**src/hdl/hub_ctl_pkg.sv**
```systemverilog
package hub_ctl_pkg;

  // ==========================================================================
  // Clock and timing.
  // ==========================================================================
  localparam int CLK_PERIOD_PS      = 8000;   // 125 MHz system clock.
  localparam int T_OUT_VALID_NS     = 1000;   // Reset to output valid time.
  localparam int T_WAKE_NS          = 1000;   // Reset to write wake time.
  localparam int T_BUSY_LATENCY_NS  = 20000;  // Extra latency, reset in busy.
  localparam int T_OUT_VALID_CYC    = (T_OUT_VALID_NS * 1000 +
                                       CLK_PERIOD_PS - 1) / CLK_PERIOD_PS;
  localparam int T_WAKE_CYC         = (T_WAKE_NS * 1000 +
                                       CLK_PERIOD_PS - 1) / CLK_PERIOD_PS;
  localparam int T_BUSY_LATENCY_CYC = (T_BUSY_LATENCY_NS * 1000 +
                                       CLK_PERIOD_PS - 1) / CLK_PERIOD_PS;
  localparam int ERASE_CYC          = 64;     // Internal erase duration.
  localparam int PROGRAM_CYC        = 16;     // Internal program duration.

  // ==========================================================================
  // Geometry and widths.
  // ==========================================================================
  localparam int NUM_BLOCKS    = 16;   // Number of 64 KB blocks.
  localparam int BLOCK_AW      = 16;   // Byte address bits inside a block.
  localparam int ADDR_W        = 20;   // Array byte address width.
  localparam int HOST_LINES    = 4;    // Host link data lines.
  localparam int GP_W          = 5;    // General purpose inputs.
  localparam int MUX_ADDR_W    = 11;   // Multiplexed address inputs.
  localparam int DATA_W        = 8;    // Byte wide data.

  // ==========================================================================
  // Command codes and status bits.
  // ==========================================================================
  localparam logic [7:0] CMD_READ_ARRAY   = 8'hff;
  localparam logic [7:0] CMD_READ_STATUS  = 8'h70;
  localparam logic [7:0] CMD_CLEAR_STATUS = 8'h50;
  localparam logic [7:0] CMD_ERASE_SETUP  = 8'h20;
  localparam logic [7:0] CMD_ERASE_CONF   = 8'hd0;
  localparam logic [7:0] CMD_PROGRAM      = 8'h40;
  localparam logic [7:0] STATUS_RESET     = 8'h80;  // Ready, no errors.
  localparam int STAT_READY_BIT   = 7;
  localparam int STAT_ERASE_ERR   = 5;
  localparam int STAT_PROG_ERR    = 4;
  localparam int STAT_SEQ_ERR     = 3;
  localparam logic [1:0] LOCK_RESET = 2'h1;  // Write locked, read open.

  // ==========================================================================
  // Types.
  // ==========================================================================
  typedef enum logic {MODE_HOST, MODE_MUX} mode_t;

  typedef enum logic [1:0] {
    RD_ARRAY, RD_STATUS
  } read_mode_t;

  typedef enum logic [1:0] {
    OP_NONE, OP_ERASE, OP_PROGRAM
  } op_kind_t;

  // One byte write toward the command interpreter.
  typedef struct packed {
    logic              valid;
    logic [ADDR_W-1:0] addr;
    logic [DATA_W-1:0] data;
  } cmd_write_t;

  // Request from the interpreter to the write state machine.
  typedef struct packed {
    logic              start;
    op_kind_t          kind;
    logic [ADDR_W-1:0] addr;
    logic [DATA_W-1:0] data;
  } op_req_t;

endpackage : hub_ctl_pkg

```
**src/hdl/flash_hub_mode_reset_control.sv**
```systemverilog
`timescale 1ns/1ps

// What this block does
// - Mode set by select pin alone.
// - Low: host link; high: mux.
// - Valid sequence launches an operation.
// - Machine times erase and program.
// - Either reset relocks all blocks.
// - Either reset clears status.
// - Init and reset act alike.
// - Reset blocks writes, stops machine, floats.
// - Outputs invalid until valid time.
// - Writes ignored until wake time.
// - Reset during busy adds latency.
// - Reset returns to read array.
// - No chip enable; protocol selects.
// - Host standby when frame high, idle.
// - Host link: five signals, byte cycles.
// - Array in equal 64 KB blocks.
// - Per-block read and write protection, host link only.
// - Two protect pins: boot, others.
// - Five host-readable general inputs.
// - Mux: 11 address, 8 data lines.
// - Host link synchronous to its clock.
// - Mux mode: read, clear status, program, erase.

// ====================================
// Mode, reset and command control of the flash hub.
// ====================================
module flash_hub_mode_reset_control
  import hub_ctl_pkg::*;
#(
  parameter int WAKE_CYCLES    = T_WAKE_CYC,         // Write wake count.
  parameter int VALID_CYCLES   = T_OUT_VALID_CYC,    // Output valid count.
  parameter int LATENCY_CYCLES = T_BUSY_LATENCY_CYC  // Busy reset latency.
) (
  input  wire logic                  clk,                  // System clock.
  input  wire logic                  rst_n,                // Async reset.
  input  wire logic                  if_reset_n,           // Interface reset.
  input  wire logic                  init_n,               // Processor init.
  input  wire logic                  interface_select_pin, // 0 host, 1 mux.
  input  wire logic                  frame_strobe_line,    // Host frame.
  input  wire logic [HOST_LINES-1:0] host_link_lines_in,   // Host lines in.
  input  wire cmd_write_t            host_wr,              // Decoded write.
  input  wire cmd_write_t            mux_wr,               // Mux write.
  input  wire logic                  mux_rd,               // Mux read.
  input  wire logic                  host_rd,              // Host read.
  input  wire logic [ADDR_W-1:0]     rd_addr,              // Read address.
  input  wire logic                  host_reg_wr,          // Lock reg write.
  input  wire logic [3:0]            host_reg_blk,         // Lock reg block.
  input  wire logic [1:0]            host_reg_val,         // Lock value.
  input  wire logic                  top_block_lock_n,     // Boot protect.
  input  wire logic                  write_protect_n,      // Other protect.
  input  wire logic [GP_W-1:0]       general_purpose_input,// Host readable.
  output logic [HOST_LINES-1:0]      host_link_lines_oe,   // Line enables.
  output logic                       host_mode,            // Host mode live.
  output logic                       mux_mode,             // Mux mode live.
  output logic                       outputs_valid,        // Outputs usable.
  output logic                       cmd_ready,            // Writes accepted.
  output logic                       standby,              // Low power.
  output logic                       array_read,           // Read array mode.
  output logic                       read_denied,          // Read blocked.
  output logic [DATA_W-1:0]          status_out,           // Status byte.
  output logic [GP_W-1:0]            gp_in,                // Latched inputs.
  output logic                       op_busy,              // Operation busy.
  output logic                       array_wr,             // Array commit.
  output logic [ADDR_W-1:0]          array_wr_addr,        // Commit address.
  output logic [DATA_W-1:0]          array_wr_data         // Commit data.
);

  // ====================================
  // Local functions.
  // ====================================

  // Block index of an array address: 64 KB blocks.
  function automatic logic [3:0] block_of(input logic [ADDR_W-1:0] a);
    block_of = a[BLOCK_AW +: 4];
  endfunction : block_of

  // Counter load, at least one.
  function automatic logic [15:0] cyc(input int n);
    cyc = (n < 1) ? 16'h0001 : 16'(n);
  endfunction : cyc

  // ====================================
  // Declarations.
  // ====================================
  logic             dev_rst;                 // Combined reset, active high.
  logic             rst_d_reg;               // Reset seen last cycle.
  logic             release_pulse;           // Reset just released.
  mode_t            mode_reg;                // Interface mode.
  logic [15:0]      wake_reg;                // Cycles to write wake.
  logic [15:0]      valid_reg;               // Cycles to output valid.
  logic             hit_busy_reg;            // Reset struck a busy op.
  logic [1:0]       lock_reg [NUM_BLOCKS];   // Bit0 write, bit1 read lock.
  read_mode_t       rmode_reg;               // Read mode.
  logic [DATA_W-1:0] status_reg;             // Status register.
  logic             erase_pend_reg;          // Erase setup seen.
  logic             prog_pend_reg;           // Program setup seen.
  cmd_write_t       wr;                      // Selected write.
  op_req_t          req_reg;                 // Request to the machine.
  logic             op_run;                  // Machine busy.
  logic             op_end;                  // Machine done pulse.
  logic             wr_blocked;              // Write to protected block.

  // Both reset inputs act alike.
  assign dev_rst = !if_reset_n || !init_n;
  assign release_pulse = rst_d_reg && !dev_rst;

  // Only the active port's writes reach the interpreter.
  // No chip enable: a valid cycle alone selects.
  assign wr = (mode_reg == MODE_MUX) ? mux_wr : host_wr;

  // Refused by its lock bit (host mode only) or its protect pin.
  assign wr_blocked = lock_reg[block_of(wr.addr)][0] && (mode_reg == MODE_HOST)
                    || (block_of(wr.addr) == 4'(NUM_BLOCKS - 1)
                        ? !top_block_lock_n : !write_protect_n);

  // ====================================
  // Reset tracking and mode capture.
  // ====================================

  // Mode comes from the pin level at release, then holds.
  // The board keeps that level stable then.
  always_ff @(posedge clk or negedge rst_n) begin
    if (!rst_n) begin
      rst_d_reg <= 1'b1;
      mode_reg  <= MODE_HOST;
    end else begin
      rst_d_reg <= dev_rst;
      if (release_pulse) begin
        // Low picks the host link, high the mux interface.
        mode_reg <= interface_select_pin ? MODE_MUX : MODE_HOST;
      end
    end
  end

  // An aborted operation lengthens recovery.
  always_ff @(posedge clk or negedge rst_n) begin
    if (!rst_n) begin
      hit_busy_reg <= 1'b0;
    end else if (dev_rst && op_run) begin
      hit_busy_reg <= 1'b1;
    end else if (release_pulse) begin
      hit_busy_reg <= 1'b0;
    end
  end

  // Counters load on release, plus the busy latency if the reset aborted an operation, so neither
  // beats the recovering array.
  always_ff @(posedge clk or negedge rst_n) begin
    if (!rst_n) begin
      wake_reg  <= 16'hffff;
      valid_reg <= 16'hffff;
    end else if (dev_rst) begin
      wake_reg  <= 16'hffff;
      valid_reg <= 16'hffff;
    end else if (release_pulse) begin
      wake_reg  <= cyc(WAKE_CYCLES + (hit_busy_reg ? LATENCY_CYCLES : 0));
      valid_reg <= cyc(VALID_CYCLES + (hit_busy_reg ? LATENCY_CYCLES : 0));
    end else begin
      if (wake_reg != 16'h0000) wake_reg <= wake_reg - 16'h0001;
      if (valid_reg != 16'h0000) valid_reg <= valid_reg - 16'h0001;
    end
  end

  // ====================================
  // Block locks.
  // ====================================

  // Reset relocks writes; only the host link may edit
  // the locks.
  always_ff @(posedge clk or negedge rst_n) begin
    if (!rst_n) begin
      for (int i = 0; i < NUM_BLOCKS; i++) lock_reg[i] <= LOCK_RESET;
    end else if (dev_rst) begin
      for (int i = 0; i < NUM_BLOCKS; i++) lock_reg[i] <= LOCK_RESET;
    end else if (host_reg_wr && mode_reg == MODE_HOST && cmd_ready) begin
      lock_reg[host_reg_blk] <= host_reg_val;
    end
  end

  // ====================================
  // Command interpreter.
  // ====================================

  // A full sequence launches the machine; writes drop in
  // reset and before wake.
  always_ff @(posedge clk or negedge rst_n) begin
    if (!rst_n) begin
      rmode_reg      <= RD_ARRAY;
      erase_pend_reg <= 1'b0;
      prog_pend_reg  <= 1'b0;
      req_reg        <= '0;
    end else if (dev_rst) begin
      rmode_reg      <= RD_ARRAY;  // Back to read array.
      erase_pend_reg <= 1'b0;
      prog_pend_reg  <= 1'b0;
      req_reg        <= '0;
    end else begin
      req_reg.start <= 1'b0;
      if (wr.valid && wake_reg == 16'h0000 && !op_run) begin
        if (prog_pend_reg) begin
          prog_pend_reg <= 1'b0;
          rmode_reg     <= RD_STATUS;
          if (!wr_blocked) begin
            req_reg <= '{start: 1'b1, kind: OP_PROGRAM,
                         addr: wr.addr, data: wr.data};
          end
        end else if (erase_pend_reg) begin
          erase_pend_reg <= 1'b0;
          rmode_reg      <= RD_STATUS;
          if (wr.data == CMD_ERASE_CONF && !wr_blocked) begin
            req_reg <= '{start: 1'b1, kind: OP_ERASE,
                         addr: wr.addr, data: 8'hff};
          end
        end else begin
          case (wr.data)
            CMD_READ_ARRAY:  rmode_reg <= RD_ARRAY;
            CMD_READ_STATUS: rmode_reg <= RD_STATUS;
            CMD_ERASE_SETUP: erase_pend_reg <= 1'b1;
            CMD_PROGRAM:     prog_pend_reg <= 1'b1;
            default:         rmode_reg <= rmode_reg;
          endcase
        end
      end
    end
  end

  // Reset clears status; refusals set error bits.
  // A set beats a clear in one cycle.
  always_ff @(posedge clk or negedge rst_n) begin
    if (!rst_n) begin
      status_reg <= STATUS_RESET;
    end else if (dev_rst) begin
      status_reg <= STATUS_RESET;
    end else begin
      if (wr.valid && wake_reg == 16'h0000 && !op_run
          && !erase_pend_reg && !prog_pend_reg
          && wr.data == CMD_CLEAR_STATUS) begin
        status_reg[STAT_ERASE_ERR:STAT_SEQ_ERR] <= 3'h0;
      end
      if (wr.valid && wake_reg == 16'h0000 && !op_run) begin
        if (erase_pend_reg && wr.data != CMD_ERASE_CONF) begin
          status_reg[STAT_ERASE_ERR] <= 1'b1;
          status_reg[STAT_SEQ_ERR]   <= 1'b1;
        end else if (erase_pend_reg && wr_blocked) begin
          status_reg[STAT_ERASE_ERR] <= 1'b1;
        end else if (prog_pend_reg && wr_blocked) begin
          status_reg[STAT_PROG_ERR] <= 1'b1;
        end
      end
      status_reg[STAT_READY_BIT] <= !(op_run || req_reg.start);
    end
  end

  write_state_machine u_mach (
    .clk   (clk),
    .rst_n (rst_n),
    .abort (dev_rst),
    .req   (req_reg),
    .busy  (op_run),
    .done  (op_end)
  );

  // ====================================
  // Registered outputs.
  // ====================================

  // Lines float in reset, mux mode and between reads.
  // Five host signals: these four and the frame.
  // Host timing is resampled to this clock upstream.
  always_ff @(posedge clk or negedge rst_n) begin
    if (!rst_n) begin
      host_link_lines_oe <= '0;
    end else begin
      host_link_lines_oe <= (!dev_rst && mode_reg == MODE_HOST && host_rd
                             && valid_reg == 16'h0000) ? '1 : '0;
    end
  end

  // Mode flags, readiness and standby indication.
  always_ff @(posedge clk or negedge rst_n) begin
    if (!rst_n) begin
      host_mode     <= 1'b0;
      mux_mode      <= 1'b0;
      outputs_valid <= 1'b0;
      cmd_ready     <= 1'b0;
      standby       <= 1'b0;
      array_read    <= 1'b1;
      read_denied   <= 1'b0;
      status_out    <= STATUS_RESET;
      gp_in         <= '0;
      op_busy       <= 1'b0;
    end else begin
      // Hidden on the release edge, while the new mode loads.
      host_mode     <= !dev_rst && !release_pulse && mode_reg == MODE_HOST;
      mux_mode      <= !dev_rst && !release_pulse && mode_reg == MODE_MUX;
      outputs_valid <= !dev_rst && valid_reg == 16'h0000;
      cmd_ready     <= !dev_rst && wake_reg == 16'h0000;
      // Host mode, frame high, idle: standby.
      standby       <= mode_reg == MODE_HOST && frame_strobe_line
                       && !op_run && !req_reg.start && !host_rd;
      array_read    <= rmode_reg == RD_ARRAY;
      // Read lock applies only on the host link.
      read_denied   <= mode_reg == MODE_HOST && (host_rd || mux_rd)
                       && lock_reg[block_of(rd_addr)][1];
      status_out    <= status_reg;
      // Host side only.
      gp_in         <= (mode_reg == MODE_HOST) ? general_purpose_input : '0;
      op_busy       <= op_run;
    end
  end

  // Commit when an operation finishes unaborted.
  always_ff @(posedge clk or negedge rst_n) begin
    if (!rst_n) begin
      array_wr      <= 1'b0;
      array_wr_addr <= '0;
      array_wr_data <= '0;
    end else begin
      array_wr      <= op_end;
      array_wr_addr <= req_reg.addr;
      array_wr_data <= req_reg.data;
    end
  end

endmodule : flash_hub_mode_reset_control

```
**src/hdl/write_state_machine.sv**
```systemverilog
`timescale 1ns/1ps

// ============================================================================
// Write state machine: times erase and program on its own.
// ============================================================================
module write_state_machine
  import hub_ctl_pkg::*;
#(
  parameter int ERASE_CYCLES   = ERASE_CYC,    // Erase duration.
  parameter int PROGRAM_CYCLES = PROGRAM_CYC   // Program duration.
) (
  input  wire logic    clk,        // System clock.
  input  wire logic    rst_n,      // Async reset, active low.
  input  wire logic    abort,      // Combined device reset, synchronous.
  input  wire op_req_t req,        // Operation request.
  output logic         busy,       // Operation in progress.
  output logic         done        // One-cycle completion pulse.
);

  typedef enum logic {W_IDLE, W_RUN} m_state_t;

  m_state_t    state_reg;          // Current state.
  logic [15:0] count_reg;          // Cycles left in the operation.

  assign busy = (state_reg == W_RUN);

  // Runs on its own; an abort drops the operation.
  always_ff @(posedge clk or negedge rst_n) begin
    if (!rst_n) begin
      state_reg <= W_IDLE;
      count_reg <= 16'h0000;
      done      <= 1'b0;
    end else begin
      done <= 1'b0;
      case (state_reg)
        W_IDLE: begin
          if (req.start && !abort) begin
            state_reg <= W_RUN;
            // Erase runs longer than program.
            count_reg <= (req.kind == OP_ERASE) ? 16'(ERASE_CYCLES)
                                               : 16'(PROGRAM_CYCLES);
          end
        end
        W_RUN: begin
          if (abort) begin
            state_reg <= W_IDLE;  // Reset stops the automation.
          end else if (count_reg <= 16'h0001) begin
            state_reg <= W_IDLE;
            done      <= 1'b1;
          end else begin
            count_reg <= count_reg - 16'h0001;
          end
        end
        default: begin
          state_reg <= W_IDLE;
        end
      endcase
    end
  end

endmodule : write_state_machine

```
**config.mk**
```make
export PLATFORM = sky130hd
export DESIGN_NAME = flash_hub_mode_reset_control
export DESIGN_NICKNAME = d
export VERILOG_FILES = /design/src/hdl/hub_ctl_pkg.sv /design/src/hdl/flash_hub_mode_reset_control.sv /design/src/hdl/write_state_machine.sv
export SDC_FILE = /design/constraint.sdc
export NUM_CORES = 1
export LEC_CHECK = 0
export BUFFER_PORTS_ARGS = -buffer_cell sky130_fd_sc_hd__clkbuf_2
export CORE_MARGIN = 5
export CORE_UTILIZATION = 25
export DETAILED_ROUTE_END_ITERATION = 12
export PLACE_DENSITY_LB_ADDON = 0.2
export SYNTH_ARGS = -nofsm -noshare
export SYNTH_HDL_FRONTEND = slang
export SYNTH_SLANG_ARGS = --single-unit
```
**constraint.sdc**
```tcl
create_clock -name clk -period 2.2 [get_ports clk]
set_input_delay 0.11 -clock clk [delete_from_list [all_inputs] [get_ports clk]]
set_output_delay 0.11 -clock clk [all_outputs]
set_load 0.01 [all_outputs]
```
==> impl_metrics.ini, run 1 <==
[die]
pin_count = 158
die_y_um = 188
core_area_mm2 = 0.0314
die_x_um = 188
initial_core_util_pct = 25.2
rows = 65
die-area_mm2 = 0.0353

[sta]
fin_hold_ws_ns = 0.00896
relSlewSlack_pct = 65.1
finalHoldViolCount = 0
clock_skew_ns = 0.0209
rsz0062_at_grt = yes
setup_viol = 44
setup_ws_ns = -0.166
period_share_pct = 108
min_period_ns = 2.37
slew_viol_final = 0
tightest_slew_ns = 0.518
clock.fmax_ghz = 0.423

[logic_synthesis]
ys_ff_latch = 170
syn_area_mm2 = 0.00790
ys_seq_area_share_pct = 54.7
syn_area_per_cell_um2 = 10.5
synth_top_flop_cell = dfrtp_1
synth_most_common_cell = dfrtp_1
ys_top_cells_by_count = dfrtp_1 (118), nand2_1 (74), nor2_1 (72), o21ai_0 (53), dfstp_2 (52)
ys_types = 57
synth_top_area_share_pct = 37.4
yosys_warnings = 0
postSynthCellCount = 756
synthArstFlopShare_pct = 100
synthTopCellsByArea = dfrtp_1 (37%), dfstp_2 (17%), mux2i_1 (4.4%), nand2_1 (3.5%), nor2_1 (3.4%)
yosysTopAreaCell = dfrtp_1
synth-edff-count = 0

[clock_tree]
clock-sinks = 170
cts_tree = built
clock_path_buffers = 2
h-tree-depth = 4
insertion_delay_ns = 0.44
root_buffer = clkbuf_16
numCtsBuffers = 17
clkTransAtPathRegs_ns = 0.08

[critical_path]
crit_family = simple AND/OR/NAND/NOR gates
max_stage_delay_ns = 0.54
crit_buf_inv = 0
endpoint_kind = flop
startpoint_type = flop
r2r_start = u_mach.count_reg[8]
path_class = reg2reg
cp.arrival_ns = 2.68
worstPathCellList = or4_4, or4_4, or4_4, nor4_4, nand3b_1, o22ai_1
reg2reg_slack_ns = -0.17
critPathSlowestCell = or4_4
path_common_cell = or4_4
critPathMaxFanout = 3
critPathLaunch = u_mach.count_reg[8]
reg2reg_depth = 6
required_ns = 2.52
r2r-end = u_mach.count_reg[1]

[global_route]
grt_usage_pct = 12.5
grt_max_degree = 56
antenna_found_initial = 0
overflow = 0
grt_pass1_vias = 6506
grt_pass1_wl_mm = 35.7

[job]
cap_violations = 0

[worst_hold_path]
min_to = req_reg[10]
worst_hold_path_type = in2reg
min_path_cells = 3
hold_start = mux_wr[10]

[cells_and_area]
area_delta_synth_final_pct = 39.4
fin_util_pct = 35.1
largest_reg_flops = 32
drive_gt1_share_pct = 37.8
final_net_count = 1104

[detailed_routing]
vias = 6317
dr.pass1.iters = 4
vias_per_cell = 4.48
drtIter0Drc = 310
wire_per_inst_um = 15.5
ant_nets = 0
wl_mm = 21.9
drc = 0

[placed_design]
port_buffers = 133
dp_hpwl_mm = 15.8
place_congestion = 0.785

[power_and_ir_drop]
ir_worst_vdd_uv = 497
leakagePower_nw = 4.96
finalPower_mw = 7.13
powerDensity_mw_per_mm2 = 647

[run_status]
failed_checks = setup timing
status = complete, but fails checks
-- worst max path at each step --
| stage | endpoint | slack, ns | depth (start not counted) |
|---|---|---|---|
| floorplan | u_mach.count_reg[1] | -0.18 | 6 |
| global placement | u_mach.count_reg[0] | -0.25 | 6 |
| detailed placement | u_mach.count_reg[1] | -0.25 | 6 |
| CTS | u_mach.count_reg[1] | -0.23 | 6 |
| global route | req_reg[6] | -0.28 | 9 |
| finish | u_mach.count_reg[1] | -0.17 | 6 |
-- cell families after synthesis --
kind of cell               Yosys count  share of synthesized area (%)
muxes                               44                           6.57
xor gates and xnor gates            32                           3.55
buffers and inverters               58                           3.55
DFF                                170                           54.7
adders and majority gates            5                          0.792
other                                1                         0.0475
and+or+nand+nor                    291                           18.2
AOI/OAI and AO/OA                  155                           12.7
-- worst reg2reg max path: stages (launching register included) --
cell and delay, ns:
dfrtp_1 0.38, or4_4 0.54, or4_4 0.44, or4_4 0.46, nor4_4 0.16, nand3b_1 0.20
o22ai_1 0.09
-- power breakdown --
part / leakage, nW / internal, mW / switching [mW]
Combinational: 2.48 / 0.409 / 0.451
Sequential: 2.18 / 3.18 / 0.0311
Clock: 0.297 / 1.55 / 1.50
-- layout make-up --
cell class,instances,area (um^2)
fillers,3175,20400
flip-flops and latches,170,4320
multi-input cells,531,3670
repair buffers,260,1850
well taps,402,503
clock buffers,17,425
clock inverters,15,186
inverters,15,58.8
diodes,1,2.50
-- layout by cell type, fill, tap and decap left out, types with 5 or more instances in the layout --
master,n
nor2_1,67
dfrtp_1,117
mux2i_1,34
buf_6,10
dfstp_2,52
and3_1,11
a21oi_1,36
xor2_1,15
inv_1,13
clkbuf_2,132
nor3_1,20
nand2_1,73
nor2b_1,10
clkinv_8,5
mux4_2,5
nand3_1,32
buf_12,5
nor3b_1,5
nor4_1,14
nand2b_1,11
clkbuf_16,17
xnor2_1,17
o2bb2ai_2,28
dlygate4sd3_1,40
o22ai_1,6
o21ai_0,49
or4_4,6
buf_4,71
and2_1,7
-- per-stage QoR --
stage	setup slack (ns)	instances	instance area [um^2]	setup TNS (ns)
CTS	-0.229	1403	10800	-7.02
floorplan	-0.180	759	8130	-3.02
finish	-0.166	1411	11000	-4.62
global placement	-0.250	1328	9700	-4.88
global route	-0.278	1410	11000	-10.14
detailed placement	-0.251	1328	9700	-5.53
-- metal layers --
layer  part of all wire [%]  up-vias  GRT usage [%]
li1                       -     3173              -
met1                     47     3040           17.0
met2                     48       87           20.1
met3                    3.5       17           3.00
met4                    1.3        0           3.47
met5                      0        -              0
-- timing repair --
item	4_1_cts	5_1_grt
gates resized for setup	19	33
setup buffers	5	4
hold buffers	37	3
cloned	1	0
endpoints found under the hold margin	77	2
pin swaps	8	13
endpoints found under the setup margin	55	68
Power figures use the tool's default switching activity.
==> run 2, diff against run 1 <==
--- a/config.mk
+++ b/config.mk
@@ -10,6 +10,7 @@
 export CORE_UTILIZATION = 25
 export DETAILED_ROUTE_END_ITERATION = 12
 export PLACE_DENSITY_LB_ADDON = 0.2
+export REMOVE_ABC_BUFFERS = 1
 export SYNTH_ARGS = -nofsm -noshare
 export SYNTH_HDL_FRONTEND = slang
 export SYNTH_SLANG_ARGS = --single-unit
==> constraint.sdc (replaced) <==
create_clock -name clk -period 2.1 [get_ports clk]
set_input_delay 0.105 -clock clk [delete_from_list [all_inputs] [get_ports clk]]
set_output_delay 0.105 -clock clk [all_outputs]
set_load 0.01 [all_outputs]
==> impl_metrics.ini, run 2 (synthesis results as in run 1) <==
[run_status]
status = complete, but fails checks
failed_checks = setup timing

[global_route]
top_usage_layer = met2
overflow = 0
grt_pass1_wl_mm = 39.1
grt_pass1_vias = 6989
met3_usage_pct = 3.59
grt_usage_pct = 13.8
use_met1_pct = 19.3
antenna_found_initial = 0
grt_max_degree = 56
gr-usage-met2_pct = 21.5

[clock_tree]
clkTransAtPathRegs_ns = 0.07
h-tree-depth = 4
cts_tree = built
clock_path_buffers = 2
clock-sinks = 170
numCtsBuffers = 17
insertion_delay_ns = 0.44
root_buffer = clkbuf_16

[die]
pin_count = 158
core_area_mm2 = 0.0314
rows = 65
die-area_mm2 = 0.0353
initial_core_util_pct = 25.2
die_x_um = 188
die_y_um = 188

[sta]
slew_viol_final = 0
setup_ws_ns = -0.307
finalHoldViolCount = 0
relSlewSlack_pct = 40.3
clock_skew_ns = 0.0119
fin_hold_ws_ns = 0.0113
min_period_ns = 2.41
period_share_pct = 115
setup_viol = 50
clock.fmax_ghz = 0.415
tightest_slew_ns = 0.892
rsz0062_at_grt = yes

[placed_design]
dp_hpwl_mm = 16.3
dpl_cell_area_mm2 = 0.00970
place_ws_ns = -0.456
port_buffers = 133
place_congestion = 0.787

[job]
cap_violations = 0

[worst_hold_path]
worst_hold_path_type = in2reg

[cells_and_area]
fin_area_mm2 = 0.0114
final_common_cell = clkbuf_2
drive_gt1_share_pct = 40.7
largest_reg_flops = 32
final_cell_mix = clkbuf_2 (132), dfrtp_1 (117), buf_4 (96)
final_net_count = 1144
area_delta_synth_final_pct = 44.7
n_antenna_cell = 0

[detailed_routing]
wire_per_inst_um = 16.4
vias_per_cell = 4.54
drtIter0Drc = 285
ant_nets = 0
wl_mm = 23.7
vias = 6578
dr.pass1.iters = 4
drc = 0

[power_and_ir_drop]
powerDensity_mw_per_mm2 = 643
leakagePower_nw = 5.19
ir_worst_vdd_uv = 594
finalPower_mw = 7.36

[critical_path]
cp.arrival_ns = 2.72
path_class = reg2reg
critPathMaxFanout = 3
required_ns = 2.41
endpoint_kind = flop
startpoint_type = flop
run 2: cell types whose count changed in the layout (fill, tap and decap cells not counted), sizes merged:
cell	previous run	this run
diode	1	0
clkbuf	149	152
clkinvlp	0	2
buf	88	128
bufinv	0	1
clkinv	8	3
inv	22	20
run 2: what timing repair did:
action,CTS,global route
setup endpoints to repair,71,78
pin swaps,36,14
hold buffers,40,0
hold endpoints to repair,61,0
resized for setup,85,37
gates cloned,3,0
setup buffers,18,4
run 2: cell type report:
type,count,area [um^2]
timing repair buffer,300,2240
sequential,170,4320
clock inverter,11,113
fill,3168,20000
tap,402,503
inverter,15,63.8
multi-input combinational,531,3750
clock buffer,20,447
run 2: per-layer routing:
metal,wire length (um),vias to the layer above
li1,-,3240
met1,11700,3175
met2,10700,151
met3,1130,12
met4,197,0
met5,0,-
run 2: final timing paths:
kind                                     start                   to  slack (ns)  cells after the start
max in group asynchronous                rst_n        valid_reg[14]        1.16                      3
hold / removal                          mux_rd          read_denied        0.01                      3
setup / recovery           u_mach.count_reg[8]  u_mach.count_reg[1]       -0.31                      6
hold reg to reg                  status_reg[7]        status_out[7]        0.36                      0
min in group asynchronous                rst_n             gp_in[0]        0.20                      2
setup reg to reg           u_mach.count_reg[8]  u_mach.count_reg[1]       -0.31                      6
run 2: critical path: stages (launching register included):
cell	delay (ns)
dfrtp_1	0.38
or4_4	0.54
or4_4	0.45
or4_4	0.47
nor4_4	0.17
nand3b_1	0.19
o22ai_1	0.10
run 2: where the power goes:
group / switching (mW) / internal [mW]
sequential: 0.0313 / 3.33
combinational: 0.489 / 0.432
clock: 1.39 / 1.68
run 2: stage by stage:
stage / utilization (%) / cells / setup TNS (ns)
floorplan: - / 716 / -76.14
global placement: 30.9 / 1355 / -14.37
detailed placement: 30.9 / 1355 / -16.54
CTS: 35.8 / 1446 / -12.09
global route: 36.4 / 1449 / -17.26
finish: 36.4 / 1449 / -11.44
